==> config.mk <==
export PLATFORM = sky130hd
export DESIGN_NAME = hvsw_ctrl
export DESIGN_NICKNAME = d
export VERILOG_FILES = /design/src/rtl/hvsw_pkg.sv /design/src/rtl/hvsw_ctrl.sv
export SDC_FILE = /design/constraint.sdc
export NUM_CORES = 1
export LEC_CHECK = 0
export ABC_AREA = 1
export BUFFER_PORTS_ARGS = -buffer_cell sky130_fd_sc_hd__buf_2
export CORE_ASPECT_RATIO = 1.5
export CORE_UTILIZATION = 50
export CTS_BUF_LIST = sky130_fd_sc_hd__clkbuf_8 sky130_fd_sc_hd__clkbuf_16
export DETAILED_ROUTE_END_ITERATION = 12
export MAX_ROUTING_LAYER = met4
export PLACE_DENSITY_LB_ADDON = 0.08
export SLEW_MARGIN = 25
export SYNTH_ARGS = -nofsm -noshare
export SYNTH_HDL_FRONTEND = slang
export SYNTH_SLANG_ARGS = --single-unit
export TNS_END_PERCENT = 50
==> constraint.sdc <==
create_clock -name clk_i -period 3.9 [get_ports clk_i]
set_clock_uncertainty 0.1 [all_clocks]
set_input_delay 1.17 -clock clk_i [delete_from_list [all_inputs] [get_ports clk_i]]
set_output_delay 1.17 -clock clk_i [all_outputs]
set_load 0.01 [all_outputs]
==> src/rtl/hvsw_pkg.sv <==
// Purpose: constants for the switch interface control block
// Assumes: 20 MHz system clock
// Notes: command word and register offsets are fixed here
package hvsw_pkg;
  localparam int unsigned CLK_KHZ = 20000;
  localparam int unsigned DEB_NS = 10000;
  localparam int unsigned DEB_CYC = (DEB_NS * CLK_KHZ) / 1000000;
  localparam int unsigned NCH = 8;
  localparam int unsigned NSINK = 3;
  localparam int unsigned NGATE = 3;
  localparam int unsigned AW = 4;
  localparam int unsigned DW = 16;
  localparam logic [3:0] ADDR_CMD = 4'h0;
  localparam logic [3:0] ADDR_STATUS = 4'h4;
  localparam logic [3:0] ADDR_CONFIG = 4'h8;
  localparam int unsigned B_PROG = 0;
  localparam int unsigned B_ADDR_LO = 1;
  localparam int unsigned B_ADDR_HI = 3;
  localparam int unsigned B_EN = 4;
  localparam int unsigned B_DIRECT = 5;
  localparam int unsigned B_SINK = 6;
  localparam int unsigned B_IRQEN = 7;
  localparam int unsigned B_SLOPE = 8;
  localparam int unsigned B_HALVE = 9;
  localparam int unsigned B_SRC_LO = 14;
  localparam logic [1:0] SRC_NONE = 2'h0;
  localparam logic [1:0] SRC_CHANGE = 2'h1;
  localparam logic [1:0] SRC_THERMAL = 2'h2;
  // channel 1..8 -> gate pin index 0,1,2,2,1,1,0,0
  localparam logic [15:0] GATE_MAP = 16'h05A4;
endpackage : hvsw_pkg

==> src/rtl/hvsw_ctrl.sv <==
// Purpose: control logic of eight current-source and switch-sense channels
// Assumes: pins are asynchronous to clk_i and pass two flops first
// Notes: analog levels, divider path and serial framing live elsewhere
// Summary of operation
// - channels 1-3 source when sink select 0, sink when 1; others source only
// - global halve bit: 0 full ratio, 1 halves output current
// - direct-on 1 keeps source on; 0 follows assigned gate pin
// - off when disabled or gated low; else drives high or low side
// - low-power allowed only while every enabled source is inhibited
// - gate rise on inhibited enabled channel in low power wakes device
// - gate 1 drives 1,7,8; gate 2 drives 2,5,6; gate 3 drives 3,4
// - slope disable default 0 smooth; 1 switches without transition
// - channel address is binary channel number minus one, bit 0 lsb
// - per-channel bits load only when program enable is 1
// - global slope bit updates only when program enable is 0
// - overtemperature shuts all sources down and raises an interrupt
// - shutdown keeps enable bits so sources resume after cooling
// - comparators off in sleep, else enabled with own source
// - comparators debounced; status 1 above threshold, 0 below
// - debounced state latched on falling gate pin or direct-on bit
// - latched change with irq enable set pulls interrupt low
// - detected state change acts as wake-up from low power
// - pending interrupt source cleared after status read
// - commands accepted only while chip select is low
`timescale 1ns/1ps
`default_nettype none
module hvsw_ctrl #(
  parameter int unsigned DEB_CYCLES = hvsw_pkg::DEB_CYC
) (
  input wire logic clk_i,
  input wire logic rst_b_i,
  input wire logic [hvsw_pkg::AW-1:0] addr_i,
  input wire logic [hvsw_pkg::DW-1:0] wdata_i,
  input wire logic wr_i,
  input wire logic rd_i,
  output logic [hvsw_pkg::DW-1:0] rdata_o,
  input wire logic chip_select_n_i,
  input wire logic [hvsw_pkg::NGATE-1:0] gate_pin_i,
  input wire logic [hvsw_pkg::NCH-1:0] comp_raw_i,
  input wire logic overtemp_i,
  input wire logic sleep_i,
  input wire logic low_power_i,
  output logic [hvsw_pkg::NCH-1:0] src_high_o,
  output logic [hvsw_pkg::NSINK-1:0] src_low_o,
  output logic [hvsw_pkg::NCH-1:0] comp_en_o,
  output logic current_halve_o,
  output logic slope_disable_o,
  output logic low_power_ok_o,
  output logic wake_o,
  output logic irq_n_o
);
  import hvsw_pkg::*;

  // two-flop synchronisers, one pair per pin group; first stage read only by second
  // chip select resets to 0 so commands are accepted straight out of reset
  logic cs_s1_reg;
  logic cs_s2_reg;
  always_ff @(posedge clk_i or negedge rst_b_i) begin
    if (!rst_b_i) begin
      cs_s1_reg <= 1'b0;
      cs_s2_reg <= 1'b0;
    end else begin
      cs_s1_reg <= chip_select_n_i;
      cs_s2_reg <= cs_s1_reg;
    end
  end
  wire cs_n = cs_s2_reg;

  logic hot_s1_reg;
  logic hot_s2_reg;
  always_ff @(posedge clk_i or negedge rst_b_i) begin
    if (!rst_b_i) begin
      hot_s1_reg <= 1'b0;
      hot_s2_reg <= 1'b0;
    end else begin
      hot_s1_reg <= overtemp_i;
      hot_s2_reg <= hot_s1_reg;
    end
  end
  wire hot = hot_s2_reg;

  logic slp_s1_reg;
  logic slp_s2_reg;
  always_ff @(posedge clk_i or negedge rst_b_i) begin
    if (!rst_b_i) begin
      slp_s1_reg <= 1'b0;
      slp_s2_reg <= 1'b0;
    end else begin
      slp_s1_reg <= sleep_i;
      slp_s2_reg <= slp_s1_reg;
    end
  end
  wire sleep = slp_s2_reg;

  logic lp_s1_reg;
  logic lp_s2_reg;
  always_ff @(posedge clk_i or negedge rst_b_i) begin
    if (!rst_b_i) begin
      lp_s1_reg <= 1'b0;
      lp_s2_reg <= 1'b0;
    end else begin
      lp_s1_reg <= low_power_i;
      lp_s2_reg <= lp_s1_reg;
    end
  end
  wire lp_mode = lp_s2_reg;

  // gate pins rest low, so a low reset value gives no false edge
  logic [NGATE-1:0] gate_s1_reg;
  logic [NGATE-1:0] gate_s2_reg;
  always_ff @(posedge clk_i or negedge rst_b_i) begin
    if (!rst_b_i) begin
      gate_s1_reg <= '0;
      gate_s2_reg <= '0;
    end else begin
      gate_s1_reg <= gate_pin_i;
      gate_s2_reg <= gate_s1_reg;
    end
  end
  wire [NGATE-1:0] gate = gate_s2_reg;

  logic [NCH-1:0] comp_s1_reg;
  logic [NCH-1:0] comp_s2_reg;
  always_ff @(posedge clk_i or negedge rst_b_i) begin
    if (!rst_b_i) begin
      comp_s1_reg <= '0;
      comp_s2_reg <= '0;
    end else begin
      comp_s1_reg <= comp_raw_i;
      comp_s2_reg <= comp_s1_reg;
    end
  end
  wire [NCH-1:0] comp_s = comp_s2_reg;

  // configuration state
  logic [NCH-1:0] en_reg;
  logic [NCH-1:0] direct_reg;
  logic [NCH-1:0] irqen_reg;
  logic [NSINK-1:0] sink_reg;
  logic slope_reg;
  logic halve_reg;
  logic [NGATE-1:0] gate_d_reg;
  logic [NCH-1:0] direct_d_reg;

  wire cmd_wr = wr_i && !cs_n && (addr_i == ADDR_CMD);
  wire prog = wdata_i[B_PROG];
  wire [2:0] sel = wdata_i[B_ADDR_HI:B_ADDR_LO];
  wire [NCH-1:0] sel_dec = NCH'(1) << sel;
  wire [NCH-1:0] ch_load = (cmd_wr && prog) ? sel_dec : '0;
  wire glob_load = cmd_wr && !prog;
  wire stat_rd = rd_i && (addr_i == ADDR_STATUS);

  always_ff @(posedge clk_i or negedge rst_b_i) begin
    if (!rst_b_i) begin
      slope_reg <= 1'b0;
    end else if (glob_load) begin
      slope_reg <= wdata_i[B_SLOPE];
    end
  end

  always_ff @(posedge clk_i or negedge rst_b_i) begin
    if (!rst_b_i) begin
      halve_reg <= 1'b0;
    end else if (glob_load) begin
      halve_reg <= wdata_i[B_HALVE];
    end
  end

  // edge history for the off events; one cycle of latency is traded for clean edges
  always_ff @(posedge clk_i or negedge rst_b_i) begin
    if (!rst_b_i) begin
      gate_d_reg <= '0;
    end else begin
      gate_d_reg <= gate;
    end
  end

  always_ff @(posedge clk_i or negedge rst_b_i) begin
    if (!rst_b_i) begin
      direct_d_reg <= '0;
    end else begin
      direct_d_reg <= direct_reg;
    end
  end
  wire [NGATE-1:0] gate_fall = gate_d_reg & ~gate;
  wire [NGATE-1:0] gate_rise = ~gate_d_reg & gate;

  // per-channel logic
  logic [NCH-1:0] deb_reg;
  logic [NCH-1:0] active;
  logic [NCH-1:0] off_evt;
  logic [NCH-1:0] wake_rise;
  logic [NCH-1:0] change;

  genvar g;
  generate
    for (g = 0; g < NCH; g++) begin : g_ch
      localparam int unsigned GI = 32'(GATE_MAP[2*g +: 2]);
      logic [15:0] cnt_reg;
      logic prev_reg;
      logic seeded_reg;

      always_ff @(posedge clk_i or negedge rst_b_i) begin
        if (!rst_b_i) begin
          en_reg[g] <= 1'b0;
          direct_reg[g] <= 1'b0;
          irqen_reg[g] <= 1'b0;
        end else if (ch_load[g]) begin
          en_reg[g] <= wdata_i[B_EN];
          direct_reg[g] <= wdata_i[B_DIRECT];
          irqen_reg[g] <= wdata_i[B_IRQEN];
        end
      end

      assign active[g] = en_reg[g] && (direct_reg[g] || gate[GI]);
      assign off_evt[g] = gate_fall[GI] || (direct_d_reg[g] && !direct_reg[g]);
      assign wake_rise[g] = en_reg[g] && !direct_reg[g] && gate_rise[GI];

      // debounce: input must hold a new level for the full count
      always_ff @(posedge clk_i or negedge rst_b_i) begin
        if (!rst_b_i) begin
          cnt_reg <= '0;
          deb_reg[g] <= 1'b0;
        end else if (comp_s[g] == deb_reg[g]) begin
          cnt_reg <= '0;
        end else if (cnt_reg >= 16'(DEB_CYCLES - 1)) begin
          cnt_reg <= '0;
          deb_reg[g] <= comp_s[g];
        end else begin
          cnt_reg <= cnt_reg + 16'h0001;
        end
      end

      // enabling re-arms seeding so the first sample raises nothing
      always_ff @(posedge clk_i or negedge rst_b_i) begin
        if (!rst_b_i) begin
          prev_reg <= 1'b0;
          seeded_reg <= 1'b0;
        end else if (!en_reg[g]) begin
          seeded_reg <= 1'b0;
        end else if (off_evt[g]) begin
          prev_reg <= deb_reg[g];
          seeded_reg <= 1'b1;
        end
      end
      assign change[g] = en_reg[g] && off_evt[g] && seeded_reg && (prev_reg != deb_reg[g]);
    end
  endgenerate

  always_ff @(posedge clk_i or negedge rst_b_i) begin
    if (!rst_b_i) begin
      sink_reg <= '0;
    end else begin
      for (int i = 0; i < NSINK; i++) begin
        if (ch_load[i]) begin
          sink_reg[i] <= wdata_i[B_SINK];
        end
      end
    end
  end

  // drive enables; thermal stop gates outputs only, enables stay intact
  wire run = !hot && !sleep;
  wire [NCH-1:0] on = run ? active : '0;
  wire [NCH-1:0] sink_ext = {{(NCH-NSINK){1'b0}}, sink_reg};
  wire [NCH-1:0] high_next = on & ~sink_ext;
  wire [NSINK-1:0] low_next = on[NSINK-1:0] & sink_reg;
  wire [NCH-1:0] comp_next = sleep ? '0 : on;

  // interrupt sources, set wins over read clear
  logic chg_pend_reg;
  logic hot_pend_reg;
  logic hot_d_reg;
  wire chg_set = |(change & irqen_reg);
  wire hot_set = hot && !hot_d_reg;
  wire [1:0] src_code = hot_pend_reg ? SRC_THERMAL : (chg_pend_reg ? SRC_CHANGE : SRC_NONE);

  always_ff @(posedge clk_i or negedge rst_b_i) begin
    if (!rst_b_i) begin
      hot_d_reg <= 1'b0;
    end else begin
      hot_d_reg <= hot;
    end
  end

  // an event in the read cycle is kept, so it is not lost to the read clear
  always_ff @(posedge clk_i or negedge rst_b_i) begin
    if (!rst_b_i) begin
      chg_pend_reg <= 1'b0;
    end else begin
      chg_pend_reg <= chg_set || (chg_pend_reg && !stat_rd);
    end
  end

  always_ff @(posedge clk_i or negedge rst_b_i) begin
    if (!rst_b_i) begin
      hot_pend_reg <= 1'b0;
    end else begin
      hot_pend_reg <= hot_set || (hot_pend_reg && !stat_rd);
    end
  end

  wire [DW-1:0] stat_word = {src_code, {(DW-NCH-2){1'b0}}, deb_reg};
  wire [DW-1:0] cfg_word = {{(DW-NCH-2){1'b0}}, halve_reg, slope_reg, en_reg};
  wire [DW-1:0] rd_next = !rd_i ? '0 :
                          (addr_i == ADDR_STATUS) ? stat_word :
                          (addr_i == ADDR_CONFIG) ? cfg_word : '0;
  wire lp_ok = !(|active);
  wire wake_next = lp_mode && ((|wake_rise) || (|change));

  // every output straight from its own flop
  always_ff @(posedge clk_i or negedge rst_b_i) begin
    if (!rst_b_i) begin
      rdata_o <= '0;
    end else begin
      rdata_o <= rd_next;
    end
  end

  always_ff @(posedge clk_i or negedge rst_b_i) begin
    if (!rst_b_i) begin
      src_high_o <= '0;
    end else begin
      src_high_o <= high_next;
    end
  end

  always_ff @(posedge clk_i or negedge rst_b_i) begin
    if (!rst_b_i) begin
      src_low_o <= '0;
    end else begin
      src_low_o <= low_next;
    end
  end

  always_ff @(posedge clk_i or negedge rst_b_i) begin
    if (!rst_b_i) begin
      comp_en_o <= '0;
    end else begin
      comp_en_o <= comp_next;
    end
  end

  always_ff @(posedge clk_i or negedge rst_b_i) begin
    if (!rst_b_i) begin
      current_halve_o <= 1'b0;
    end else begin
      current_halve_o <= halve_reg;
    end
  end

  always_ff @(posedge clk_i or negedge rst_b_i) begin
    if (!rst_b_i) begin
      slope_disable_o <= 1'b0;
    end else begin
      slope_disable_o <= slope_reg;
    end
  end

  // nothing is enabled in reset, so low power is allowed from the start
  always_ff @(posedge clk_i or negedge rst_b_i) begin
    if (!rst_b_i) begin
      low_power_ok_o <= 1'b1;
    end else begin
      low_power_ok_o <= lp_ok;
    end
  end

  always_ff @(posedge clk_i or negedge rst_b_i) begin
    if (!rst_b_i) begin
      wake_o <= 1'b0;
    end else begin
      wake_o <= wake_next;
    end
  end

  always_ff @(posedge clk_i or negedge rst_b_i) begin
    if (!rst_b_i) begin
      irq_n_o <= 1'b1;
    end else begin
      irq_n_o <= !(chg_pend_reg || hot_pend_reg);
    end
  end
endmodule : hvsw_ctrl
`default_nettype wire

* Word level (Yosys, flattened, before mapping)
Cells that the tools add are included.
** Cells by class
- $add $sub $neg :: 8
- Magnitude comparators :: 8
- Equal/unequal tests :: 26
- Shift operators :: 1
- Muxes and demuxes :: 40
- Bitwise gates (word level) :: 16
- Reductions and logical operators :: 123
** Operators with widths (number)
- $mux 16 :: 18
- $add 16x1->16 const B :: 8
- $ge 16x8->1 const B :: 8
- $logic_and 1x1->1 :: 66
- $reduce_and 2->1 :: 16
- $reduce_or 8->1 :: 4
- $mux 8 :: 3
- $logic_or 1x1->1 :: 20
- $mux 1 :: 17
- $and 8x8->8 :: 2
- $logic_not 1->1 :: 16
- $ne 2x1->1 const B :: 8
- $mux 10 :: 1
- $and 3x3->3 :: 3
- $eq 1x1->1 :: 8
- $ne 1x1->1 :: 8
- $not 1->1 :: 8
- $not 3->8 :: 1
- $shl 1x3->8 const A :: 1
- $not 3->3 :: 2
- $eq 4x3->1 const B :: 1
- $eq 4x4->1 const B :: 1
- $logic_not 4->1 :: 1
- $mux 2 :: 1
** Word-level totals
- Register bits :: 265
- Input port bits :: 39
- Output and inout bits :: 40
- Word-level logic and storage cells :: 309

* Longest topological paths before layout
- Depth after elaboration :: 9
- Mapped depth :: 9
- Mapped depth without buffers :: 9

* Worst setup path before layout
Ideal clock, no wire load.
- Path type :: in2reg
- Start :: input port addr_i[1] in the netlist's numbering
- End :: register en_reg[0], in the netlist cfg_word[0]
- Library setup time :: 0.129 ns
- Data arrival time :: 1.995 ns
- Required time :: 3.671 ns
- Setup slack :: 1.676 ns
- Stages :: 6
- Buffers on the path :: 0
- Cells stage by stage :: nor2_2 -> nand3_2 -> nor3_4 -> nand3_1 -> nand2_1 -> o21ai_0
** On the way
- Cells in the longest elaborated chain, start to end :: 4
** RTL lines
- start: declaration :: RTL line hvsw_ctrl.sv:32 : input wire logic [hvsw_pkg::AW-1:0] addr_i,
- $logic_not 4->1 :: RTL line hvsw_ctrl.sv:145 : wire cmd_wr = wr_i && !cs_n && (addr_i == ADDR_CMD);
- $logic_and 1x1->1 :: RTL line hvsw_ctrl.sv:145
- $logic_and 1x1->1 :: RTL line hvsw_ctrl.sv:149 : wire [NCH-1:0] ch_load = (cmd_wr && prog) ? sel_dec : '0;
- $mux 8 :: RTL line hvsw_ctrl.sv:149
- end signal: indexed assignment :: RTL line hvsw_ctrl.sv:209 : en_reg[g] <= wdata_i[B_EN];
- end: declaration :: RTL line hvsw_ctrl.sv:136 : logic [NCH-1:0] en_reg;
No other way between the ends.
A chain may end at the register's enable or synchronous reset.

* Final worst setup path
- Start :: register low_power_ok_o
- End :: output port low_power_ok_o
** RTL lines
- start: declaration :: RTL line hvsw_ctrl.sv:48 : output logic low_power_ok_o,
- start signal: assignment :: RTL line hvsw_ctrl.sv:365 : low_power_ok_o <= lp_ok;
No word-level cell between the ends.

==> qor.yml <==
outcome:
  status: "finished, final reports clean"
sta:
  rsz0062_at_grt: "no"
  holdWs_ps: 248
  hold_viol: 0
  finalSetupViolations: 0
  finalWorstSetupSlack_ps: 1480
  final_max_slew_viol_count: 0
  min_period_over_period_pct: 62.0
  tns_ps: 0
  tightest_slew_ps: 811
  max_freq_ghz: 0.413
  slew_headroom_pct: 45.8
  min_period_ps: 2420
placed_design:
  io_buffer_count: 68
  place_congestion: 0.799
  dp_hpwl_um: 11400
  pre_cts_ws_ps: 1110
  dpl.cell_count: 1284
  dpl_cell_area_um2: 10500
critical_path:
  cpLargestDelayFamily: "flip-flops"
  path_depth: 1
  r2r_cells: 6
  cp_max_fo: 1
  crit_type: "flop to output pin"
  slowest_stage: "dfstp_2"
  cp.arrival_ps: 1150
  path_cells: "buf_2"
  required_ps: 2630
  end_kind: "output pin"
  max_stage_delay_ps: 520
  cp.buffers_inverters: 1
  cp-start-kind: "flop"
clock_tree:
  clk_latency_ps: 510
  clk_pin_slew_ps: 60
  htreeDepth: 1
  clock-sinks: 261
  cts_tree: "yes"
  root_buffer: "clkbuf_16"
  postCtsHoldBufs: 0
  cts_made_buffers: 24
  cts_buffer_depth: 3
  cts_setup_buffers: 0
  cts_resized: 0
grt:
  grt_pass1_vias: 5786
  grt-ovfl-total: 0
  antenna_found_initial: 0
  grt_pass1_wl_um: 26900
  track_usage_pct: 18.1
  grt_max_degree: 84
drt:
  wl_met2_um: 8490
  postRouteAntennaNets: 0
  highest_layer: "met4"
  dr.first_iter.drc_count: 250
  wirelength_um: 16200
  drc: 0
  wl_met1_um: 6760
  vias: 6045
  avgRoutedWirePerCell_um: 12.2
  via_per_inst: 4.56
  wl_met3_um: 561
  drtPass1Iterations: 5
pwr:
  power_mw: 5.38
  p_per_area_nw_per_um2: 478
  leakagePower_nw: 5.60
  irDropWorstVdd_mv: 0.397
die:
  ioPinCount: 79
  fp-row-count: 61
  coreArea_um2: 18600
  initial_core_util_pct: 51.2
  dieHeight_um: 171
  die-width_um: 115
  dieArea_um2: 19600
cells_and_area:
  layoutNonFillerInstCount: 1327
  n_antenna_cell: 0
  final_common_cell: "dfrtp_1"
  utilization_pct: 60.5
  finalNetCount: 1105
  layout_common_cells: "dfrtp_1, nand2_1, nor2_1"
  largest_reg_flops: 128
  stdcell_area_um2: 11300
  layout-drive-gt1-share_pct: 11.0
  syn_to_final_growth_pct: 18.3
worst_hold_path:
  hp-class: "flop to flop"
  min_path_cells: 0
yosys:
  ys_warn_count: 0
  syn_area_um2: 9530
  avgSynthCellArea_um2: 10.6
  yosysUniqueCellTypes: 25
  synth_seq_cells: 261
  ys_seq_area_share_pct: 68.6
  syn_inst: 899
flow_run:
  max_cap_viol_count: 0
[cells by family after synthesis]
group | synth area share (%)
AO/OA/AOI/OAI | 4.35
XOR/XNOR | 4.23
adder cells (fa/ha/maj) | 1.05
buffers and inverters | 3.86
flip-flops | 68.6
other | 0.0394
AND/OR/NAND/NOR | 17.9
[synth_stat cells (all sizes together)]
master	instances	area share, %
conb	1	0.039
nor3b	5	0.39
nor4	1	0.066
a21oi	17	0.89
dfstp	2	0.55
nand3	58	3.1
nor2	152	6.0
ha	8	1.1
or2	5	0.33
nor3	23	1.3
dfrtp	259	68
xor2	38	3.5
nand2	158	6.2
clkinv	1	0.039
a31oi	3	0.20
clkbuf	2	0.079
inv	87	3.4
o22ai	8	0.53
o21ai	52	2.7
buf	4	0.32
xnor2	8	0.74
nand4	7	0.46
[where the power goes]
| part | total, mW | switching [mW] | internal (mW) |
|---|---|---|---|
| sequential | 2.84 | 0.0431 | 2.80 |
| clock | 2.35 | 0.935 | 1.42 |
| combinational | 0.188 | 0.131 | 0.0568 |
[per-layer routing]
| metal | track usage (%) | vias up |
|---|---|---|
| met3 | 2.41 | 29 |
| met5 | - | - |
| li1 | - | 3099 |
| met1 | 21.8 | 2836 |
| met2 | 31.1 | 81 |
| met4 | 6.44 | 0 |
[final timing paths]
check                              startpoint                 end  slack (ps)
max                            low_power_ok_o      low_power_ok_o        1480
min                            comp_s1_reg[0]           comp_s[0]         250
max reg2reg                g_ch[3].cnt_reg[0]  g_ch[3].cnt_reg[2]        2280
min reg2reg                    comp_s1_reg[0]           comp_s[0]         250
max in group asynchronous             rst_b_i      low_power_ok_o        2260
min in group asynchronous             rst_b_i  g_ch[3].cnt_reg[0]         530
[final cells by class]
| class | instances | area, µm² |
|---|---|---|
| Clock buffer | 32 | 722 |
| Clock inverter | 11 | 96.3 |
| Fill cell | 1650 | 7350 |
| Inverter | 88 | 330 |
| Multi-Input combinational cell | 611 | 2880 |
| Sequential cell | 261 | 6530 |
| Tap cell | 252 | 315 |
| Timing Repair Buffer | 72 | 393 |
Note: power is estimated with default switching activity, not from simulation.
